File: src/logic/dpw_pkg.sv
// package: register layout, keys and timing counts of the watchdog channel
package dpw_pkg;
  // word write keys, carried in the upper byte
  localparam logic [7:0] KEY_COUNTER = 8'h5A;
  localparam logic [7:0] KEY_CONTROL = 8'hA5;
  // read select values
  localparam logic RD_SEL_CONTROL = 1'b0;
  localparam logic RD_SEL_COUNTER = 1'b1;
  // field positions of the control/status register
  localparam int FLAG_POS = 7;
  localparam int MODE_POS = 6;
  localparam int ENABLE_POS = 5;
  localparam int SRC_POS = 4;
  localparam int ACTION_POS = 3;
  localparam logic [7:0] CONTROL_RESET = 8'h00;
  localparam logic [7:0] COUNTER_RESET = 8'h00;
  localparam logic [7:0] COUNTER_MAX = 8'hFF;
  // internal reset and reset pin low time, in system clocks
  localparam logic [9:0] RESET_CYCLES = 10'h206;     // 518
  localparam logic [9:0] PIN_LOW_CYCLES = 10'h084;   // 132
  localparam logic [9:0] PIN_LOW_END = RESET_CYCLES - PIN_LOW_CYCLES;
  // main prescaler: log2 of divisor per code; code 0 is divide by two
  localparam logic [3:0] MAIN_LOG2 [8] = '{4'h1, 4'h6, 4'h7, 4'h9,
                                          4'hB, 4'hD, 4'hF, 4'hF};

  typedef enum logic {
    MODE_INTERVAL = 1'b0,
    MODE_WATCHDOG = 1'b1
  } dpw_mode_t;

  typedef struct packed {
    logic overflow_flag;
    dpw_mode_t timer_mode_select;
    logic count_enable_bit;
    logic prescaler_source_select;
    logic overflow_action_select;
    logic clock_divider_select_hi;
    logic clock_divider_select_mid;
    logic clock_divider_select_lo;
  } dpw_csr_t;

  typedef struct packed {
    logic wr;
    logic wr_word;
    logic [15:0] wdata;
    logic rd;
    logic rd_sel;
  } dpw_bus_t;
endpackage

File: src/logic/dpw_watchdog.sv
// module: second watchdog / interval timer channel with two prescalers
`timescale 1ns/1ps
// Behaviour
// [RULE_01] overflow flag sets when the counter wraps from FF to 00
// [RULE_02] internal reset caused by overflow clears the flag itself
// [RULE_03] flag clears only after a read seeing 1, then writing 0
// [RULE_04] writing 0 to count enable also clears the flag
// [RULE_05] mode bit 0 is interval timer, 1 is watchdog
// [RULE_06] counter advances on each selected tick while enabled
// [RULE_07] clearing count enable stops the counter and zeroes it
// [RULE_08] source bit 0 takes main prescaler, 1 takes sub prescaler
// [RULE_09] action bit 0 requests NMI, 1 requests internal reset
// [RULE_10] main prescaler code 000 ticks at system clock over two
// [RULE_11] sub prescaler codes 000..111 divide sub clock by 2..256
// [RULE_12] writes of 1 to the flag are ignored
// [RULE_13] software polling without interrupt reads the flag twice
// [RULE_14] counter is eight bits, readable and writable
// [RULE_15] word writes only; upper byte 5A counter, A5 control
// [RULE_16] internal reset 518 clocks, reset pin low 132 clocks
// [RULE_17] interval interrupt rises in the cycle the flag sets
// [RULE_18] main prescaler codes 001..111 come from a divisor table
// [RULE_19] all control fields reset to zero
module dpw_watchdog (
  // clock and reset
  input wire logic core_clk,
  input wire logic srst,
  // cpu register access
  input wire dpw_pkg::dpw_bus_t bus,
  output logic [7:0] bus_rdata_q,
  // sub clock pin
  input wire logic sub_clk,
  // requests
  output logic interval_overflow_irq_q,
  output logic nmi_req_q,
  output logic internal_reset_q,
  output logic reset_output_pin_n_q
);

  ////////////////////////////////////////////////////////////////////////////
  // decode

  dpw_pkg::dpw_csr_t csr_q;
  dpw_pkg::dpw_csr_t csr_wr;
  logic [7:0] count_q;
  logic wr_count;
  logic wr_csr;
  logic [2:0] div_code;
  logic [15:0] main_pre_q;
  logic [7:0] sub_pre_q;
  logic [2:0] sub_sync_q;
  logic sub_edge;
  logic main_tick;
  logic sub_tick;
  logic tick;
  logic overflow;
  logic clear_armed_q;
  logic flag_d;
  logic [9:0] rst_cnt_q;
  logic rst_start;

  // byte writes are dropped: both keys need the whole word
  assign wr_count = bus.wr && bus.wr_word &&
                    bus.wdata[15:8] == dpw_pkg::KEY_COUNTER;  // see [RULE_15]
  assign wr_csr = bus.wr && bus.wr_word &&
                  bus.wdata[15:8] == dpw_pkg::KEY_CONTROL;    // see [RULE_15]
  assign csr_wr = dpw_pkg::dpw_csr_t'(bus.wdata[7:0]);
  assign div_code = {csr_q.clock_divider_select_hi,
                     csr_q.clock_divider_select_mid,
                     csr_q.clock_divider_select_lo};

  ////////////////////////////////////////////////////////////////////////////
  // prescalers

  // main prescaler runs free; tick when the low log2 bits are all ones
  always_ff @(posedge core_clk) begin
    if (srst) begin
      main_pre_q <= 16'h0000;
    end else begin
      main_pre_q <= main_pre_q + 16'h0001;
    end
  end

  assign main_tick = &(main_pre_q |
                       ~((16'h0001 << dpw_pkg::MAIN_LOG2[div_code]) -
                         16'h0001));  // see [RULE_10] see [RULE_18]

  // sub clock pin: two flops before use, third only for the edge
  always_ff @(posedge core_clk) begin
    if (srst) begin
      sub_sync_q <= 3'h0;
    end else begin
      sub_sync_q <= {sub_sync_q[1:0], sub_clk};
    end
  end

  assign sub_edge = sub_sync_q[1] && !sub_sync_q[2];

  always_ff @(posedge core_clk) begin
    if (srst) begin
      sub_pre_q <= 8'h00;
    end else if (sub_edge) begin
      sub_pre_q <= sub_pre_q + 8'h01;
    end
  end

  // code n divides the sub clock by 2^(n+1)
  assign sub_tick = sub_edge &&
                    &(sub_pre_q | ~((8'h02 << div_code) - 8'h01));
                    // see [RULE_11]

  assign tick = csr_q.prescaler_source_select ? sub_tick
                                              : main_tick;  // see [RULE_08]

  ////////////////////////////////////////////////////////////////////////////
  // counter

  // a counter write in the same cycle as a tick wins over the increment
  assign overflow = tick && csr_q.count_enable_bit && !wr_count &&
                    count_q == dpw_pkg::COUNTER_MAX;         // see [RULE_01]

  always_ff @(posedge core_clk) begin
    if (srst || rst_start) begin
      count_q <= dpw_pkg::COUNTER_RESET;
    end else if (!csr_q.count_enable_bit) begin
      count_q <= dpw_pkg::COUNTER_RESET;                    // see [RULE_07]
      if (wr_count) begin
        count_q <= bus.wdata[7:0];                          // see [RULE_14]
      end
    end else if (wr_count) begin
      count_q <= bus.wdata[7:0];                            // see [RULE_14]
    end else if (tick) begin
      count_q <= count_q + 8'h01;                           // see [RULE_06]
    end
  end

  ////////////////////////////////////////////////////////////////////////////
  // control/status and overflow flag

  always_ff @(posedge core_clk) begin
    if (srst || rst_start) begin
      csr_q <= dpw_pkg::dpw_csr_t'(dpw_pkg::CONTROL_RESET);  // see [RULE_19]
    end else begin
      csr_q.overflow_flag <= flag_d;
      if (wr_csr) begin
        csr_q.timer_mode_select <= csr_wr.timer_mode_select;   // see [RULE_05]
        csr_q.count_enable_bit <= csr_wr.count_enable_bit;
        csr_q.prescaler_source_select <= csr_wr.prescaler_source_select;
        csr_q.overflow_action_select <= csr_wr.overflow_action_select;
        csr_q.clock_divider_select_hi <= csr_wr.clock_divider_select_hi;
        csr_q.clock_divider_select_mid <= csr_wr.clock_divider_select_mid;
        csr_q.clock_divider_select_lo <= csr_wr.clock_divider_select_lo;
      end
    end
  end

  // set beats clear; a write of 1 never sets the flag
  always_comb begin
    flag_d = csr_q.overflow_flag;
    if (wr_csr && !csr_wr.count_enable_bit) begin
      flag_d = 1'b0;                                        // see [RULE_04]
    end else if (wr_csr && clear_armed_q && !csr_wr.overflow_flag) begin
      flag_d = 1'b0;                                  // see [RULE_03] [RULE_12]
    end
    if (overflow) begin
      flag_d = 1'b1;                                        // see [RULE_01]
    end
  end

  // arm the clear on a control read that sees the flag set
  always_ff @(posedge core_clk) begin
    if (srst || rst_start) begin
      clear_armed_q <= 1'b0;
    end else if (!csr_q.overflow_flag || wr_csr) begin
      clear_armed_q <= 1'b0;
    end else if (bus.rd && bus.rd_sel == dpw_pkg::RD_SEL_CONTROL) begin
      clear_armed_q <= 1'b1;                                // see [RULE_03]
    end
  end

  always_ff @(posedge core_clk) begin
    if (srst) begin
      bus_rdata_q <= 8'h00;
    end else if (bus.rd) begin
      bus_rdata_q <= (bus.rd_sel == dpw_pkg::RD_SEL_COUNTER) ? count_q
                                                            : 8'(csr_q);
    end
  end

  ////////////////////////////////////////////////////////////////////////////
  // overflow requests

  always_ff @(posedge core_clk) begin
    if (srst || rst_start) begin
      interval_overflow_irq_q <= 1'b0;
    end else begin
      interval_overflow_irq_q <= flag_d &&
        csr_q.timer_mode_select == dpw_pkg::MODE_INTERVAL;  // see [RULE_17]
    end
  end

  always_ff @(posedge core_clk) begin
    if (srst) begin
      nmi_req_q <= 1'b0;
    end else begin
      nmi_req_q <= overflow && !csr_q.overflow_action_select &&
        csr_q.timer_mode_select == dpw_pkg::MODE_WATCHDOG;   // see [RULE_09]
    end
  end

  // full count stands only in the cycle after the overflow edge, so the
  // channel and its flag clear at the same edge the reset pulse starts
  assign rst_start = rst_cnt_q == dpw_pkg::RESET_CYCLES;     // see [RULE_02]

  always_ff @(posedge core_clk) begin
    if (srst) begin
      rst_cnt_q <= 10'h000;
    end else if (overflow && csr_q.overflow_action_select &&
                 csr_q.timer_mode_select == dpw_pkg::MODE_WATCHDOG) begin
      rst_cnt_q <= dpw_pkg::RESET_CYCLES;                   // see [RULE_09]
    end else if (rst_cnt_q != 10'h000) begin
      rst_cnt_q <= rst_cnt_q - 10'h001;
    end
  end

  // outputs lag the counter by one edge so both stand exact lengths
  always_ff @(posedge core_clk) begin
    if (srst) begin
      internal_reset_q <= 1'b0;
      reset_output_pin_n_q <= 1'b1;
    end else begin
      internal_reset_q <= rst_cnt_q != 10'h000;             // see [RULE_16]
      reset_output_pin_n_q <=
        !(rst_cnt_q > dpw_pkg::PIN_LOW_END);                // see [RULE_16]
    end
  end

endmodule // dpw_watchdog

File: config.mk
export PLATFORM = sky130hd
export DESIGN_NAME = dpw_watchdog
export DESIGN_NICKNAME = d
export VERILOG_FILES = /design/src/logic/dpw_pkg.sv /design/src/logic/dpw_watchdog.sv
export SDC_FILE = /design/constraint.sdc
export NUM_CORES = 1
export LEC_CHECK = 0
export BUFFER_PORTS_ARGS = -buffer_cell sky130_fd_sc_hd__buf_2
export CAP_MARGIN = 10
export CORE_UTILIZATION = 50
export CTS_BUF_LIST = sky130_fd_sc_hd__clkbuf_4 sky130_fd_sc_hd__clkbuf_8
export DETAILED_ROUTE_END_ITERATION = 8
export GPL_TIMING_DRIVEN = 0
export PLACE_DENSITY = 0.69
export REMOVE_ABC_BUFFERS = 1
export SLEW_MARGIN = 5
export SYNTH_ARGS = -nofsm -noshare
export SYNTH_HDL_FRONTEND = slang
export SYNTH_SLANG_ARGS = --single-unit
File: constraint.sdc
create_clock -name core_clk -period 5.3 [get_ports core_clk]
set_input_delay 0.53 -clock core_clk [delete_from_list [all_inputs] [get_ports core_clk]]
set_output_delay 0.53 -clock core_clk [all_outputs]
set_load 0.005 [all_outputs]
==> flow_metrics.tcl, run 1 <==
set metrics [dict create \
    cp.required_ns 5.50 \
    start_kind "register" \
    drv_cap 0 \
    grt_util_all_layers 0.210 \
    synth_sequential_area_ratio 0.395 \
    timing.max_slew.rel_slack 0.426 \
    dominant_cell_by_count_in_the_synthesized_netlist "dfxtp_1" \
    route.antenna.remaining_nets 0 \
    finalHoldViolCount 0 \
    irDropWorstVdd_v 0.000284 \
    grt_start_max_net_pins 49 \
    min_cycle_time_layout_ns 3.94 \
    synth_cell_types 52 \
    worstPathBufferInverterCount 1 \
    max_freq_mhz 254 \
    clk_transition_reported_paths_ns 0.07 \
    ys_seq_elements 65 \
    syn_avg_cell_area_um2 8.46 \
    postCtsSetupRepairBufs 0 \
    report.power.total_mw 1.40 \
    clock_tree.root_cell "clkbuf_8" \
    routedWlPerCell_um 13.4 \
    grt_setup_unrepaired "no" \
    portBuffers 34 \
    clkSinkCount 65 \
    antenna_found_initial 0 \
    critical_path.max_stage_delay_ns 0.57 \
    timing.final.max_slew_violations 0 \
    final.setup_skew_ns 0.00995 \
    cts_inserted_buffers 9 \
    crit_type "reg2reg" \
    worst_slew_pin_slew_ns 0.861 \
    reg2reg_setup_slack_ns 1.36 \
    yosys-top-cells-count "dfxtp_1 (65), nor2_1 (56), nand2_1 (30), xor2_1 (23), a21oi_1 (19)" \
    fraction_of_final_layout_cells_with_drive_strength_greater_than_1 0.133 \
    postSynthCellCount 390 \
    ctsHtreeMaxLevel 3 \
    synth.largest_area_cell "dfxtp_1" \
    path_delay_family "simple AND/OR/NAND/NOR gates" \
    floorplan.io_pins 35 \
    dr_pass1_iterations 4 \
    ys_warn_count 0 \
    finalSetupViolCount 0 \
    cp_data_arrival_time_ns 4.14 \
    core_outline_area_mm2 0.00635 \
    synth.area.top_cells "dfxtp_1 (39%), nor2_1 (6.4%), xor2_1 (6.1%)" \
    drt-vias-per-instance 5.54 \
    tritoncts "done" \
    die_width_um 83.2 \
    synthToLayoutAreaGrowth_pct 14.6 \
    asyncSetResetFlopFracSynth 0 \
    routability_driven_placement_congestion_ratio 0.862 \
    synth_flop_cell "dfxtp_1" \
    std_cell_rows 29 \
    crit_path_cell_trace "inv_1 > ha_1 > nor3_1 > nand2b_1 > ha_1 > nor2_1 > a2111o_1 > or4_1 > or2_4 > o21ai_4 > and4_1 > nor3_1" \
    critical_path_peak_fanout 11 \
    synth_enable_flop_cells 0 \
    design.die.area_mm2 0.00692 \
    status "complete, no violations" \
    hold_path_class "in2reg" \
    detailed_route_wl_um 6690 \
    layout.nets 449 \
    cts_hold_repair.buffers 0 \
    cts_repair_resize_count 0 \
    timing.final.crit_share 0.744 \
    total_leakage_power_nw 1.53 \
    end_kind "register" \
    synth_top_area_share 0.395 \
    route.detailed.drc 0 \
    globalRouteOverflowTotal 0 \
    die-height_um 83.2 \
    cellPowerDensity_mw_per_mm2 371 \
    setup-tns-final_ns 0 \
    number_of_buffers_on_the_longest_clock_path 2 \
    first_global_vias 2582 \
    critical_path.slowest_cell "dfxtp_1" \
    insertion_delay_ns 0.34 \
    num_vias 2760 \
    antenna_cells 0 \
    dp_hpwl_um 4660 \
    drt_iter0_drc 97 \
    start_util 0.519 \
    grt_pass1_wl_um 11800 \
    mappedNetlistArea_mm2 0.00330 \
]
## flip-flops by register name, summed over array words and instances, names as in the netlist
| register | count |
|---|---|
| sub_pre_q | 8 |
| internal_reset_q | 1 |
| main_pre_q | 15 |
| sub_sync_q | 3 |
| interval_overflow_irq_q | 1 |
| rst_cnt_q | 10 |
| reset_output_pin_n_q | 1 |
| nmi_req_q | 1 |
| csr_q | 8 |
| count_q | 8 |
| bus_rdata_q | 8 |
| clear_armed_q | 1 |
## routing by layer
layer  up-vias  routed length [um]  GRT usage
li1       1427                   -          -
met1      1267                3360      0.286
met2        58                2950      0.309
met3         8                 290     0.0626
met4         0                  85     0.0831
met5         -                   0          0
## layout by cell type, fill, tap and decap left out, drive strengths merged, types with 2 or more instances in the layout
cell type  count
xnor2          8
bufinv         5
nand4         12
nor4bb         4
xor2          23
a21oi         19
a31oi          3
o21ai         11
nand3         15
nor2          56
and4           2
ha            10
or3            4
nor3          14
mux2i         17
nor3b          3
or2            3
a211oi        14
inv           11
dfxtp         65
a21o           2
nand2         30
and3           4
nand2b         7
clkbuf        11
or4            3
a221oi         2
nor2b          9
buf           34
## worst paths after layout
check,cells past startpoint,to,startpoint
worst max-delay path,12,rst_cnt_q[3],csr_q[1]
worst min-delay path,2,sub_sync_q[0],sub_clk
worst max register to register,12,rst_cnt_q[3],csr_q[1]
worst min register to register,1,sub_sync_q[1],sub_sync_q[0]
## cells by family (layout without fill, tap and decap cells)
logic type,after synthesis,after routing,synth area share
AO/OA/AOI/OAI,63,63,0.129
XOR/XNOR,31,31,0.0823
adder cells (fa/ha/maj),10,10,0.0379
buffers and inverters,30,61,0.0372
flip-flops,65,65,0.395
multiplexers,18,18,0.0550
AND/OR/NAND/NOR,173,173,0.264
## stage by stage
step                      instance area (um^2)  std cells  hold slack (ns)  utilization  setup WS [ns]
final                                     3780        498            0.399        0.595           1.36
after global routing                      3780        498            0.423        0.595           1.04
after CTS                                 3780        498            0.385        0.595           1.33
after detailed placement                  3480        482            0.430        0.549           1.35
after global placement                    3480        482            0.426        0.549           1.44
after floorplan                           3220        371            0.414            -           1.91
## where the power goes
part | internal, mW | leakage (nW) | switching, mW
sequential | 0.527 | 0.529 | 0.0326
combinational | 0.0992 | 0.855 | 0.124
clock | 0.426 | 0.147 | 0.192
## layout make-up
class	count	area (um^2)
fill	578	2570
sequential	65	1300
timing repair buffer	34	170
tap	77	96.3
inverter	11	41.3
multi-input combinational	295	1870
clock inverter	5	150
clock buffer	11	145
(Power assumes the default switching activity.)
==> run 2, diff against run 1 <==
Clock period 5.3 ns to 3.82 ns, I/O delays scaled along.
==> run 2 against run 1 <==
- maximum frequency grew 10%
- global-route usage is the same
- sequential power grew 39%
- sequential cell count is the same
- clock power grew 39%
- utilization grew 0.20 points
- critical path depth is the same
- power grew 39%
- worst setup slack lost 1.1 ns
- cell area grew 0.33%
- clock-buffer cell count is the same
- first-iteration DRC count shrank 1.0%
- critical path type unchanged
- critical endpoint unchanged
==> flow_metrics.tcl, run 2 (synthesized netlist as in run 1, its figures left out) <==
set metrics [dict create \
    tritoncts "done" \
    status "complete, no violations" \
    start_util 0.519 \
    timing.final.crit_share 0.939 \
    most-common-layout-cells "dfxtp_1 (64), nor2_1 (56), buf_2 (34)" \
    ctsHtreeMaxLevel 3 \
    crit_type "reg2reg" \
    critical_path.slowest_cell "or4_1" \
    layout.nets 449 \
    detailed_route_wl_um 6770 \
    portBuffers 34 \
    route.detailed.drc 0 \
    fraction_of_final_layout_cells_with_drive_strength_greater_than_1 0.143 \
    critical_path_peak_fanout 11 \
    first_global_vias 2582 \
    dpl_cell_area_mm2 0.00348 \
    largest_reg_flops 15 \
    insertion_delay_ns 0.34 \
    cellPowerDensity_mw_per_mm2 512 \
    drt_iter0_drc 96 \
    die-height_um 83.2 \
    timing.critical_path.from "csr_q[1]" \
    irDropWorstVdd_v 0.000394 \
    timing.final.max_slew_violations 0 \
    finalHoldViolCount 0 \
    cp_data_arrival_time_ns 3.78 \
    fin_util 0.597 \
    critical_path.max_stage_delay_ns 0.52 \
    max_freq_mhz 279 \
    final.setup_skew_ns 0.00946 \
    routedWlPerCell_um 13.6 \
    clk_transition_reported_paths_ns 0.07 \
    cp_common_cell "ha_1" \
    grt_pass1_wl_um 11800 \
    min_cycle_time_layout_ns 3.59 \
    setup-tns-final_ns 0 \
    floorplan.io_pins 35 \
    core_outline_area_mm2 0.00635 \
    timing.max_slew.rel_slack 0.432 \
    cts_hold_repair.buffers 0 \
    postCtsSetupRepairBufs 0 \
    antenna_cells 0 \
    dp_hpwl_um 4660 \
    most_common_cell_after_layout_fill_and_taps_aside "dfxtp_1" \
    total_leakage_power_nw 1.53 \
    fillCellCount 579 \
    drv_cap 0 \
    cp.required_ns 4.02 \
    cts_inserted_buffers 9 \
    design.die.area_mm2 0.00692 \
    worst_slew_pin_slew_ns 0.852 \
    hold_path.startpoint "sub_clk" \
    finalSetupViolCount 0 \
    number_of_buffers_on_the_longest_clock_path 2 \
    max_flop_register "main_pre_q" \
    die_width_um 83.2 \
    grt_setup_unrepaired "no" \
    globalRouteOverflowTotal 0 \
    r2r-start "csr_q[1]" \
    dr_pass1_iterations 4 \
    final_design_area_no_fill_mm2 0.00379 \
    grt_start_max_net_pins 49 \
    grt_util_all_layers 0.210 \
    reg.largest.list "main_pre_q: 15 flops, rst_cnt_q: 10 flops" \
    drt-vias-per-instance 5.52 \
    synthToLayoutAreaGrowth_pct 14.9 \
    num_vias 2750 \
    crit_path_cell_trace "inv_1 > ha_1 > nor3_2 > nand2b_1 > ha_1 > nor2_1 > a2111o_1 > or4_1 > or2_4 > o21ai_4 > and4_4 > nor3_1" \
    start_kind "register" \
    antenna_found_initial 0 \
    hold_path_class "in2reg" \
    route.antenna.remaining_nets 0 \
    end_kind "register" \
    clkSinkCount 65 \
    routability_driven_placement_congestion_ratio 0.862 \
    clock_tree.root_cell "clkbuf_8" \
    std_cell_rows 29 \
]
## run 2: power breakdown
part / switching (mW) / internal [mW]
combinational: 0.172 / 0.138
clock: 0.266 / 0.591
sequential: 0.0449 / 0.731
total: 0.483 / 1.46
## run 2: final cells by class
| type | count | area [um^2] | area share |
|---|---|---|---|
| multi-input combinational | 295 | 1890 | 0.497 |
| timing repair buffer | 34 | 170 | 0.0449 |
| tap | 77 | 96.3 | 0.0254 |
| sequential | 65 | 1300 | 0.344 |
| clock inverter | 5 | 150 | 0.0396 |
| clock buffer | 11 | 145 | 0.0383 |
| inverter | 11 | 41.3 | 0.0109 |
## run 2: critical path, delay by kind of cell, from the launching register on
kind                     cells  cell delay [ns]
flip-flops                   1             0.45
AND/OR/NAND/NOR              7             1.63
adder cells (fa/ha/maj)      2             0.68
buffers and inverters        1             0.12
AO/OA/AOI/OAI                2             0.56
## run 2: repair_timing
action / 4_1_cts / 5_1_grt
setup endpoints to repair: 9 / 17
resized for setup: 1 / 4
pin swaps: 0 / 0
## run 2: routing by layer
layer  up-vias  wire length, um  global-route usage
li1       1423                -                   -
met1      1257             3420               0.286
met2        60             2970               0.309
met3        10              281              0.0626
met4         0               95              0.0831
met5         -                0                   0
## run 2: per-stage QoR
stage | cells | hold WS [ns] | setup slack [ns] | power, mW
after detailed placement | 482 | 0.430 | -0.132 | 1.10
after floorplan | 371 | 0.414 | 0.434 | 1.01
after global placement | 482 | 0.426 | -0.0422 | 1.08
after global routing | 498 | 0.275 | 0.0216 | 2.05
final | 498 | 0.251 | 0.234 | 1.94
after CTS | 498 | 0.237 | 0.00569 | 1.96
## run 2: path summary, 6_finish.rpt
path | depth (start not counted) | slack (ns) | endpoint
worst min register to register | 1 | 0.44 | sub_sync_q[1]
worst min-delay path | 2 | 0.25 | sub_sync_q[0]
worst max register to register | 12 | 0.23 | rst_cnt_q[3]
worst max-delay path | 12 | 0.23 | rst_cnt_q[3]
